[src/pkg/scg_cfg.svh]
`ifndef SCG_CFG_SVH
`define SCG_CFG_SVH
// How it works
// Three clocks: main, subsystem, auxiliary.
// Reset picks internal oscillator, resistor select cleared.
// Failing crystal on main clock falls back.
// Subsystem clock picks second crystal or internal.
// Auxiliary clock comes only from first crystal.
// First crystal has watch and high-frequency modes.
// First crystal runs; disable stops it unless main.
// Second crystal starts disabled after reset.
// Second crystal disable stops it unless main.
// All three clocks can drive port pins.
// Sticky fault flag raises the shared NMI.
// Main clock switches without shortened phases.

// ----------------------------------------
// Register offsets
// ----------------------------------------
`define SCG_OFS_CTRL  4'h0
`define SCG_OFS_DCO   4'h1
`define SCG_OFS_PINS  4'h2
`define SCG_OFS_STAT  4'h3
`define SCG_OFS_CLR   4'h4
`define SCG_OFS_IEN   4'h5
`define SCG_OFS_STATE 4'h6

// ----------------------------------------
// Control fields and reset values
// ----------------------------------------
`define SCG_CTRL_MSEL_LSB 0
`define SCG_CTRL_SSEL     2
`define SCG_CTRL_OSC1_OFF 3
`define SCG_CTRL_OSC2_OFF 4
`define SCG_CTRL_RSEL     5
`define SCG_CTRL_HFMODE   6
`define SCG_CTRL_RST      8'h10
`define SCG_DCO_RST       8'h60
`define SCG_PINS_RST      3'h0
`define SCG_OSC_EN_RST    2'h1
`define SCG_ST_FAULT      0
`define SCG_ST_FAILSAFE   1

// ----------------------------------------
// Timing
// ----------------------------------------
`define SCG_CLK_PERIOD_NS 10
`define SCG_FAULT_TIME_NS 50000
`define SCG_FAULT_CYC ((`SCG_FAULT_TIME_NS + `SCG_CLK_PERIOD_NS - 1) / `SCG_CLK_PERIOD_NS)

`endif

[src/pkg/scg_pkg.sv]
package scg_pkg;
  typedef enum logic [1:0] {SRC_DCO, SRC_LF, SRC_XT2} scg_src_t;
  typedef enum logic {MUX_RUN, MUX_PARK} scg_mux_st_t;
endpackage

[src/pkg/scg_clk_if.sv]
`timescale 1ns/10ps
interface scg_clk_if;
  logic [2:0]        src;
  logic [2:0]        dead;
  scg_pkg::scg_src_t target;
  scg_pkg::scg_src_t cur;
  logic              clk_out;
  logic              busy;
  modport mux (input src, input dead, input target, output cur, output clk_out, output busy);
  modport ctl (output src, output dead, output target, input cur, input clk_out, input busy);
endinterface

[src/core/scg_top.sv]
// The implementer's own choices: the strobed register port and the register addresses.
`timescale 1ns/10ps
`include "scg_cfg.svh"
module scg_top #(
  parameter int FAULT_CYCLES = `SCG_FAULT_CYC
) (
  input  wire logic       clk,
  input  wire logic       rst,
  input  wire logic [3:0] addr,
  input  wire logic [7:0] wdata,
  input  wire logic       wr_en,
  input  wire logic       rd_en,
  output logic      [7:0] rdata,
  input  wire logic       internal_osc_clock,
  input  wire logic       low_freq_crystal_clock,
  input  wire logic       second_crystal_clock,
  output logic            main_clock,
  output logic            subsystem_clock,
  output logic            aux_clock,
  output logic            main_clock_pin,
  output logic            subsystem_clock_pin,
  output logic            aux_clock_pin,
  output logic            first_osc_enable,
  output logic            second_osc_enable,
  output logic            first_osc_hf_mode,
  output logic            osc_resistor_select,
  output logic      [7:0] dco_freq_code,
  output logic            osc_fault_flag,
  output logic            nmi_req,
  output logic            irq
);

  // ----------------------------------------
  // Registers
  // ----------------------------------------
  logic [7:0] ctrl_reg;
  logic [7:0] dco_reg;
  logic [2:0] pins_reg;
  logic [1:0] stat_reg;
  logic [1:0] stat_next;
  logic [1:0] ien_reg;
  logic [7:0] rdata_reg;
  logic [1:0] osc_en_reg;
  logic       aux_reg;
  logic       main_pin_reg;
  logic       sub_pin_reg;
  logic       aux_pin_reg;
  logic       nmi_reg;
  logic       irq_reg;

  logic [1:0]        osc_in;
  logic [1:0]        osc_dead;
  logic [1:0]        osc_en_next;
  logic [1:0]        clr_bits;
  logic [1:0]        events;
  logic              fault_any;
  logic              failsafe_hit;
  logic              wr_ctrl;
  scg_pkg::scg_src_t msel;
  scg_pkg::scg_src_t main_target;
  scg_pkg::scg_src_t sub_target;

  scg_clk_if main_if ();
  scg_clk_if sub_if ();

  // ----------------------------------------
  // Register writes
  // ----------------------------------------
  assign wr_ctrl = wr_en && (addr == `SCG_OFS_CTRL);

  always_ff @(posedge clk)
  begin
    if (rst)
      ctrl_reg <= `SCG_CTRL_RST;
    else if (wr_ctrl)
      ctrl_reg <= wdata;
  end

  // Frequency code returns to nominal on reset
  always_ff @(posedge clk)
  begin
    if (rst)
      dco_reg <= `SCG_DCO_RST;
    else if (wr_en && (addr == `SCG_OFS_DCO))
      dco_reg <= wdata;
  end

  always_ff @(posedge clk)
  begin
    if (rst)
      pins_reg <= `SCG_PINS_RST;
    else if (wr_en && (addr == `SCG_OFS_PINS))
      pins_reg <= wdata[2:0];
  end

  always_ff @(posedge clk)
  begin
    if (rst)
      ien_reg <= 2'h0;
    else if (wr_en && (addr == `SCG_OFS_IEN))
      ien_reg <= wdata[1:0];
  end

  // ----------------------------------------
  // Source selection
  // ----------------------------------------
  // Code 3 is not a source; it falls back to the internal oscillator
  always_comb
  begin
    case (ctrl_reg[`SCG_CTRL_MSEL_LSB +: 2])
      2'h1:    msel = scg_pkg::SRC_LF;
      2'h2:    msel = scg_pkg::SRC_XT2;
      default: msel = scg_pkg::SRC_DCO;
    endcase
  end

  // While the fault flag stands the main clock stays on the internal one
  assign main_target = stat_reg[`SCG_ST_FAULT] ? scg_pkg::SRC_DCO : msel;
  assign sub_target  = ctrl_reg[`SCG_CTRL_SSEL] ? scg_pkg::SRC_XT2 : scg_pkg::SRC_DCO;

  // ----------------------------------------
  // Oscillator enables
  // ----------------------------------------
  assign osc_en_next[0] = !ctrl_reg[`SCG_CTRL_OSC1_OFF]
                          || (main_if.cur == scg_pkg::SRC_LF)
                          || (main_target == scg_pkg::SRC_LF);
  assign osc_en_next[1] = !ctrl_reg[`SCG_CTRL_OSC2_OFF]
                          || (main_if.cur == scg_pkg::SRC_XT2)
                          || (main_target == scg_pkg::SRC_XT2);

  // First crystal on and second off straight out of reset
  always_ff @(posedge clk)
  begin
    if (rst)
      osc_en_reg <= `SCG_OSC_EN_RST;
    else
      osc_en_reg <= osc_en_next;
  end

  // ----------------------------------------
  // Fault monitors
  // ----------------------------------------
  assign osc_in = {second_crystal_clock, low_freq_crystal_clock};

  genvar gi;
  generate
    for (gi = 0; gi < 2; gi++)
    begin : g_mon
      logic        prev_reg;
      logic [15:0] cnt_reg;
      logic        dead_reg;
      // A stopped oscillator is not watched, so disabling it raises no fault
      always_ff @(posedge clk)
      begin
        if (rst || !osc_en_reg[gi])
        begin
          prev_reg <= 1'b0;
          cnt_reg  <= 16'h0;
          dead_reg <= 1'b0;
        end
        else
        begin
          prev_reg <= osc_in[gi];
          if (osc_in[gi] != prev_reg)
          begin
            cnt_reg  <= 16'h0;
            dead_reg <= 1'b0;
          end
          else if (cnt_reg >= 16'(FAULT_CYCLES - 1))
            dead_reg <= 1'b1;
          else
            cnt_reg <= cnt_reg + 16'h1;
        end
      end
      assign osc_dead[gi] = dead_reg;
    end
  endgenerate

  assign fault_any    = |osc_dead;
  assign failsafe_hit = (osc_dead[0] && (main_if.cur == scg_pkg::SRC_LF))
                        || (osc_dead[1] && (main_if.cur == scg_pkg::SRC_XT2));

  // ----------------------------------------
  // Status and interrupt
  // ----------------------------------------
  assign clr_bits  = (wr_en && (addr == `SCG_OFS_CLR)) ? wdata[1:0] : 2'h0;
  assign events    = {failsafe_hit, fault_any};
  // Set beats clear in the same cycle
  assign stat_next = (stat_reg & ~clr_bits) | events;

  always_ff @(posedge clk)
  begin
    if (rst)
      stat_reg <= 2'h0;
    else
      stat_reg <= stat_next;
  end

  always_ff @(posedge clk)
  begin
    if (rst)
    begin
      nmi_reg <= 1'b0;
      irq_reg <= 1'b0;
    end
    else
    begin
      nmi_reg <= stat_reg[`SCG_ST_FAULT];
      irq_reg <= |(stat_reg & ien_reg);
    end
  end

  // ----------------------------------------
  // Clock muxes
  // ----------------------------------------
  assign main_if.src    = {second_crystal_clock, low_freq_crystal_clock, internal_osc_clock};
  assign main_if.dead   = {osc_dead, 1'b0};
  assign main_if.target = main_target;
  assign sub_if.src     = {second_crystal_clock, low_freq_crystal_clock, internal_osc_clock};
  assign sub_if.dead    = {osc_dead, 1'b0};
  assign sub_if.target  = sub_target;

  scg_clk_mux u_main_mux (
    .clk (clk),
    .rst (rst),
    .m   (main_if.mux)
  );

  scg_clk_mux u_sub_mux (
    .clk (clk),
    .rst (rst),
    .m   (sub_if.mux)
  );

  // Auxiliary clock has no mux; it follows the first crystal only
  always_ff @(posedge clk)
  begin
    if (rst)
      aux_reg <= 1'b0;
    else
      aux_reg <= low_freq_crystal_clock;
  end

  // ----------------------------------------
  // Pin outputs
  // ----------------------------------------
  always_ff @(posedge clk)
  begin
    if (rst)
    begin
      aux_pin_reg  <= 1'b0;
      main_pin_reg <= 1'b0;
      sub_pin_reg  <= 1'b0;
    end
    else
    begin
      aux_pin_reg  <= pins_reg[0] && aux_reg;
      main_pin_reg <= pins_reg[1] && main_if.clk_out;
      sub_pin_reg  <= pins_reg[2] && sub_if.clk_out;
    end
  end

  // ----------------------------------------
  // Read port
  // ----------------------------------------
  always_ff @(posedge clk)
  begin
    if (rst)
      rdata_reg <= 8'h0;
    else if (!rd_en)
      rdata_reg <= 8'h0;
    else if (addr == `SCG_OFS_CTRL)
      rdata_reg <= ctrl_reg;
    else if (addr == `SCG_OFS_DCO)
      rdata_reg <= dco_reg;
    else if (addr == `SCG_OFS_PINS)
      rdata_reg <= {5'h0, pins_reg};
    else if (addr == `SCG_OFS_STAT)
      rdata_reg <= {6'h0, stat_reg};
    else if (addr == `SCG_OFS_IEN)
      rdata_reg <= {6'h0, ien_reg};
    else if (addr == `SCG_OFS_STATE)
      rdata_reg <= {1'b0, main_if.busy, osc_dead, osc_en_reg, main_if.cur};
    else
      rdata_reg <= 8'h0;
  end

  // ----------------------------------------
  // Outputs
  // ----------------------------------------
  assign rdata               = rdata_reg;
  assign main_clock          = main_if.clk_out;
  assign subsystem_clock     = sub_if.clk_out;
  assign aux_clock           = aux_reg;
  assign main_clock_pin      = main_pin_reg;
  assign subsystem_clock_pin = sub_pin_reg;
  assign aux_clock_pin       = aux_pin_reg;
  assign first_osc_enable    = osc_en_reg[0];
  assign second_osc_enable   = osc_en_reg[1];
  assign first_osc_hf_mode   = ctrl_reg[`SCG_CTRL_HFMODE];
  assign osc_resistor_select = ctrl_reg[`SCG_CTRL_RSEL];
  assign dco_freq_code       = dco_reg;
  assign osc_fault_flag      = stat_reg[`SCG_ST_FAULT];
  assign nmi_req             = nmi_reg;
  assign irq                 = irq_reg;
endmodule

[src/core/scg_clk_mux.sv]
`timescale 1ns/10ps
module scg_clk_mux (
  input wire logic clk,
  input wire logic rst,
  scg_clk_if.mux   m
);
  scg_pkg::scg_mux_st_t state_reg;
  scg_pkg::scg_src_t    cur_reg;
  scg_pkg::scg_src_t    tgt_reg;
  logic                 seen_reg;
  logic                 out_reg;
  logic                 park_go;

  // ----------------------------------------
  // Park in a low phase, or at once when the current source is dead
  // ----------------------------------------
  // A dead source may be stuck high; cutting it is the lesser harm
  assign park_go = (m.target != cur_reg) && (!m.src[cur_reg] || m.dead[cur_reg]);

  always_ff @(posedge clk)
  begin
    if (rst)
    begin
      state_reg <= scg_pkg::MUX_RUN;
      cur_reg   <= scg_pkg::SRC_DCO;
      tgt_reg   <= scg_pkg::SRC_DCO;
      seen_reg  <= 1'b0;
    end
    else
    begin
      case (state_reg)
        scg_pkg::MUX_RUN:
          if (park_go)
          begin
            state_reg <= scg_pkg::MUX_PARK;
            tgt_reg   <= m.target;
            seen_reg  <= 1'b0;
          end
        scg_pkg::MUX_PARK:
          // Join the new source only at a falling edge: whole low phase
          if (seen_reg && !m.src[tgt_reg])
          begin
            cur_reg   <= tgt_reg;
            state_reg <= scg_pkg::MUX_RUN;
          end
          else if (m.src[tgt_reg])
            seen_reg <= 1'b1;
        default: state_reg <= scg_pkg::MUX_RUN;
      endcase
    end
  end

  always_ff @(posedge clk)
  begin
    if (rst)
      out_reg <= 1'b0;
    else
      out_reg <= (state_reg == scg_pkg::MUX_RUN) && !park_go && m.src[cur_reg];
  end

  assign m.cur     = cur_reg;
  assign m.clk_out = out_reg;
  assign m.busy    = (state_reg == scg_pkg::MUX_PARK);
endmodule

[config.mk]
export PLATFORM = sky130hd
export DESIGN_NAME = scg_top
export DESIGN_NICKNAME = d
export VERILOG_FILES = /design/src/pkg/scg_pkg.sv /design/src/pkg/scg_clk_if.sv /design/src/core/scg_top.sv /design/src/core/scg_clk_mux.sv
export VERILOG_INCLUDE_DIRS = /design/src /design/src/pkg
export SDC_FILE = /design/constraint.sdc
export NUM_CORES = 1
export LEC_CHECK = 0
export BUFFER_PORTS_ARGS = -buffer_cell sky130_fd_sc_hd__buf_2
export CAP_MARGIN = 20
export CORE_AREA = 2 2 77 93
export DETAILED_ROUTE_END_ITERATION = 12
export DIE_AREA = 0 0 79 95
export MAX_ROUTING_LAYER = met4
export PLACE_DENSITY = 0.77
export SLEW_MARGIN = 20
export SYNTH_ARGS = -nofsm -noshare
export SYNTH_HDL_FRONTEND = slang
export SYNTH_SLANG_ARGS = --single-unit
[constraint.sdc]
create_clock -name clk -period 2.2 [get_ports clk]
set_input_delay 0.11 -clock clk [delete_from_list [all_inputs] [get_ports clk]]
set_output_delay 0.11 -clock clk [all_outputs]
set_load 0.02 [all_outputs]
==> impl_metrics.py, run 1 <==
metrics = {
    "clock_network": {
        "cts_buffer_depth": 2,
        "cts_made_buffers": 9,
        "clock_latency_ns": 0.35,
        "cts.sinks": 87,
        "cts_tree": "yes",
        "cts_root_buf": "clkbuf_8",
        "cts_setup_buffers": 0,
        "htree_num_levels": 3,
        "path_clk_slew_ns": 0.08,
    },
    "timing": {
        "slew_violations": 0,
        "period_share": 0.9416,
        "setup_viol": 0,
        "fin_setup_tns_ns": 0,
        "setup_ws_ns": 0.1284,
        "max_freq_ghz": 0.4827,
        "finClkSkew_ns": 0.01069,
        "fin_crit_ns": 2.072,
        "tightest_slew_ns": 0.6768,
        "relSlewSlack": 0.5488,
        "rsz0062_at_grt": "no",
        "hold_viol_final": 0,
    },
    "synth": {
        "synth-main-ff-cell": "dfxtp_1",
        "synth-async-reset-ratio": 0,
        "synth_area_um2": 3662,
        "synth.avg_cell_area_um2": 8.911,
        "ys_seq_elements": 87,
        "syn_nets": 432,
        "yosys_warnings": 0,
        "synth.yosys.seq_area_share": 0.4756,
        "synthCells": 411,
        "synth_edf_count": 0,
        "yosysUniqueCellTypes": 50,
    },
    "flow_run": {
        "maxCapViolations": 0,
    },
    "power_and_ir_drop": {
        "leakage_nw": 1.703,
        "p_per_area_nw_per_um2": 676.5,
        "total_power_mw": 2.855,
        "peakVddDrop_uv": 475.9,
    },
    "global_routing": {
        "grt_pass1_wl_mm": 13.23,
        "grt_pass1_vias": 2862,
        "antenna_found_initial": 0,
        "grt_max_degree": 37,
        "grt-ovfl-total": 0,
        "grt_use_total": 0.2283,
    },
    "routing": {
        "vias": 3171,
        "drc": 0,
        "viasPerCell": 5.714,
        "drt-wirelength-per-cell_um": 14.20,
        "drtAntennaViolNets": 0,
        "drtPass1Iterations": 5,
        "first_iter_violations": 261,
        "wl_mm": 7.880,
    },
    "die": {
        "start_util": 0.5475,
        "die-area_um2": 7505,
        "die_h_um": 95,
        "rows": 33,
        "coreArea_um2": 6689,
        "die_x_um": 79,
        "ios": 48,
    },
    "critical_path": {
        "cp_max_fo": 8,
        "worstSetupEndpointType": "flop",
        "critPathLaunchType": "flop",
        "reg2reg_depth": 5,
        "worstPathArrival_ns": 2.32,
        "cp.required_ns": 2.45,
        "setup.worst_path.class": "flop to flop",
    },
    "layout": {
        "fin_nets": 485,
        "area_growth_pct": 15.24,
        "layout_common_cells": "dfxtp_1, nor2_1, buf_2",
        "nFillCells": 584,
        "largest_register_ffs": 32,
        "layout_commonest_cell": "dfxtp_1",
        "layout.cells.non_filler": 555,
        "drive_above_1_share": 0.1752,
        "n_antenna_cell": 0,
    },
    "place": {
        "placedCellCount": 538,
        "place_ws_ns": 0.1237,
        "routabilityCongestion": 0.9106,
        "io_buffers": 47,
        "post-dp-hpwl_mm": 5.568,
    },
    "outcome": {
        "status": "finished clean",
    },
    "worst_hold_path": {
        "hold_class": "input port to flop",
        "min_path_cells": 3,
    },
}
## cells by family after synthesis
kind of cell | share of synthesized area
compound gates | 0.1356
mux | 0.07243
flops | 0.4756
xor+xnor | 0.04066
fa+ha+maj | 0.006832
buf+inv | 0.02255
simple gates | 0.2463
## through the flow
step           utilization  cell area (um^2)  hold slack, ns
2_1_floorplan            -              3662          0.2351
3_3_place_gp        0.5984              4003          0.3365
3_5_place_dp        0.5984              4003          0.3448
4_1_cts             0.6309              4220        0.009984
5_1_grt             0.6309              4220        0.006300
6_report            0.6309              4220         0.01863
## area by class of cell
class | count | area, um^2 | share of cell area
tap | 87 | 108.9 | 0.02579
clock inverter | 3 | 42.54 | 0.01008
inverter | 9 | 33.78 | 0.008005
timing repair buffer | 55 | 300.3 | 0.07115
sequential | 87 | 1742 | 0.4127
clock buffer | 12 | 155.1 | 0.03676
multi-input combinational | 302 | 1838 | 0.4355
## worst max-delay path: stages, from the launching register on
cell     delay (ns)
dfxtp_1        0.33
or4b_4         0.54
or4_4          0.50
o21ai_4        0.24
a31oi_1        0.13
a41o_2         0.24
## power breakdown
group / internal [mW] / total (mW) / switching, mW / leakage (nW)
Sequential: 1.59 / 1.60 / 0.0108 / 0.703
Combinational: 0.0533 / 0.152 / 0.0987 / 0.901
Clock: 0.579 / 1.10 / 0.524 / 0.0985
Total: 2.22 / 2.85 / 0.634 / 1.70
## path summary, 6_finish.rpt
path                        start              endpoint  slack, ns
max reg2reg  g_mon[0].cnt_reg[15]  g_mon[0].cnt_reg[11]       0.13
min                      wdata[7]      dco_freq_code[7]       0.02
min reg2reg  g_mon[1].cnt_reg[15]  g_mon[1].cnt_reg[15]       0.43
max          g_mon[0].cnt_reg[15]  g_mon[0].cnt_reg[11]       0.13
## layer usage
layer | vias up | routed length [um] | global-route usage
met5 | - | 0 | -
met4 | 0 | 102 | 0.07902
met3 | 8 | 387 | 0.04493
met2 | 83 | 3771 | 0.3679
met1 | 1512 | 3620 | 0.2872
li1 | 1568 | - | -
## cells in the mapped netlist (2+ instances only)
| master | instances | area (um^2) |
|---|---|---|
| a211oi_1 | 5 | 37.54 |
| a21oi_1 | 26 | 130.1 |
| a221oi_1 | 2 | 17.52 |
| a22o_1 | 2 | 17.52 |
| a22oi_1 | 5 | 37.54 |
| a31oi_1 | 3 | 18.77 |
| a41o_2 | 2 | 22.52 |
| and2_1 | 5 | 31.28 |
| and3_1 | 8 | 50.05 |
| and4_1 | 2 | 17.52 |
| buf_1 | 2 | 7.510 |
| clkbuf_1 | 11 | 41.29 |
| dfxtp_1 | 87 | 1742 |
| ha_1 | 2 | 25.02 |
| inv_1 | 9 | 33.78 |
| mux2_2 | 4 | 45.04 |
| mux2i_1 | 22 | 220.2 |
| nand2_1 | 40 | 150.1 |
| nand2b_1 | 2 | 12.51 |
| nand3_1 | 20 | 100.1 |
| nand3b_1 | 2 | 15.01 |
| nand4_1 | 4 | 25.02 |
| nor2_1 | 58 | 217.7 |
| nor2b_1 | 8 | 50.05 |
| nor3_1 | 8 | 40.04 |
| nor3b_1 | 5 | 37.54 |
| nor4_1 | 7 | 43.79 |
| nor4b_1 | 3 | 26.28 |
| o211a_1 | 2 | 20.02 |
| o21ai_0 | 17 | 85.08 |
| or3_1 | 3 | 18.77 |
| or3_2 | 2 | 15.01 |
| xnor2_1 | 13 | 113.9 |
| xor2_1 | 4 | 35.03 |
## timing repair
item / CTS / global route
hold endpoints to repair: 2 / 0
gates resized for setup: 0 / 0
setup endpoints to repair: 0 / 0
hold buffers: 2 / 0
No activity file was read; power rests on OpenSTA's default activity.
==> inputs of run 2 (changes only) <==
Settings changed: CORE_AREA 2 2 77 93 to 2 2 78 95, DIE_AREA 0 0 79 95 to 0 0 80 97, PLACE_DENSITY 0.77 to 0.75, RECOVER_POWER from default to 50.
==> impl_metrics.py, run 2 (synthesized netlist as in run 1, its figures left out) <==
metrics = {
    "global_routing": {
        "grt_pass1_vias": 2989,
        "grt_max_degree": 37,
        "grt_pass1_wl_mm": 13.75,
        "grt-ovfl-total": 0,
        "grt_use_total": 0.2262,
        "antenna_found_initial": 0,
    },
    "routing": {
        "drtAntennaViolNets": 0,
        "first_iter_violations": 324,
        "wl_mm": 8.282,
        "vias": 3201,
        "drtPass1Iterations": 5,
        "drt-wirelength-per-cell_um": 14.82,
        "viasPerCell": 5.726,
        "drc": 0,
    },
    "layout": {
        "layout_common_cells": "dfxtp_1, nor2_1, nand2_1",
        "largest_register_ffs": 32,
        "layout_commonest_cell": "dfxtp_1",
        "area_growth_pct": 14.08,
        "n_antenna_cell": 0,
        "layout.cells.non_filler": 559,
        "drive_above_1_share": 0.1144,
        "fin_nets": 488,
    },
    "timing": {
        "setup_viol": 0,
        "period_share": 0.9484,
        "tightest_slew_ns": 1.611,
        "fin_crit_ns": 2.087,
        "max_freq_ghz": 0.4793,
        "slew_violations": 37,
        "rsz0062_at_grt": "no",
        "finClkSkew_ns": 0.01459,
        "relSlewSlack": -0.07395,
        "fin_setup_tns_ns": 0,
        "hold_viol_final": 0,
    },
    "critical_path": {
        "worstPathArrival_ns": 2.35,
        "cp.required_ns": 2.46,
        "worstSetupEndpointType": "flop",
        "critPathLaunchType": "flop",
        "setup.worst_path.class": "flop to flop",
        "cp_max_fo": 8,
    },
    "place": {
        "routabilityCongestion": 0.8804,
        "placedCellCount": 539,
        "io_buffers": 47,
        "post-dp-hpwl_mm": 5.730,
    },
    "clock_network": {
        "cts.sinks": 87,
        "cts_setup_buffers": 0,
        "clock_latency_ns": 0.36,
        "cts_tree": "yes",
        "cts_buffer_depth": 2,
        "cts_made_buffers": 9,
        "path_clk_slew_ns": 0.09,
        "htree_num_levels": 3,
        "cts_root_buf": "clkbuf_8",
    },
    "die": {
        "die-area_um2": 7760,
        "die_x_um": 80,
        "ios": 48,
        "start_util": 0.5408,
        "die_h_um": 97,
        "coreArea_um2": 6771,
        "rows": 33,
    },
    "worst_hold_path": {
        "hold_class": "input port to flop",
    },
    "power_and_ir_drop": {
        "peakVddDrop_uv": 382.8,
        "leakage_nw": 1.579,
        "p_per_area_nw_per_um2": 655.6,
        "total_power_mw": 2.739,
    },
    "flow_run": {
        "maxCapViolations": 1,
    },
    "outcome": {
        "violations": "capacitance limit, slew limit",
        "status": "complete, but fails checks",
    },
}
## run 2: cell types whose count changed in the layout (fill, tap and decap cells not counted), sizes merged
cell and delta:
inv +1, buf -30, dlygate4sd3 +2, bufinv -1, clkinvlp +1, clkinv +3
clkbuf +28
## run 2: final timing paths
path | to | from | cells past startpoint | slack [ns]
worst min-delay path | dco_freq_code[2] | wdata[2] | 3 | 0.02
worst max-delay path | g_mon[0].cnt_reg[11] | g_mon[0].cnt_reg[15] | 5 | 0.11
worst min register to register | g_mon[1].cnt_reg[14] | g_mon[1].cnt_reg[14] | 2 | 0.43
worst max register to register | g_mon[0].cnt_reg[11] | g_mon[0].cnt_reg[15] | 5 | 0.11
## run 2: where the power goes
group,total [mW],leakage (nW),internal (mW),switching [mW]
Sequential,1.60,0.703,1.59,0.0111
Clock,0.984,0.0854,0.409,0.575
Combinational,0.155,0.791,0.0542,0.101
Total,2.74,1.58,2.05,0.687
## run 2: worst max-delay path, stage by stage (launching register included)
cell,delay (ns)
dfxtp_1,0.33
or4b_4,0.55
or4_4,0.50
o21ai_4,0.25
a31oi_1,0.12
a41o_2,0.23
## run 2: timing repair
| action | 4_1_cts | 5_1_grt |
|---|---|---|
| gates resized for setup | 0 | 0 |
| hold buffers | 4 | 0 |
| endpoints found under the hold margin | 7 | 0 |
## run 2: area by class of cell
type	instances	area, um^2
flip-flops and latches	87	1742
fillers	625	2594
inverters	9	33.78
clock inverters	7	47.55
repair buffers	58	284.0
multi-input cells	302	1838
clock buffers	9	123.9
well taps	87	108.9
## run 2: metrics by stage
step | worst slack (ns) | instance area, um^2 | utilization | hold WS [ns]
floorplan | 0.2179 | 3662 | - | 0.2351
global placement | 0.1657 | 4010 | 0.5922 | 0.3431
detailed placement | 0.1240 | 4010 | 0.5922 | 0.3456
CTS | 0.1194 | 4222 | 0.6234 | 0.008489
global route | 0.01705 | 4178 | 0.6170 | 0.03797
finish | 0.1134 | 4178 | 0.6170 | 0.02018
## run 2: layer usage
metal,global-route usage,vias up,part of all wire
met4,0.1004,0,0.018
met5,-,-,0
met1,0.3053,1511,0.47
li1,-,1569,-
met3,0.02985,16,0.047
met2,0.3372,105,0.47
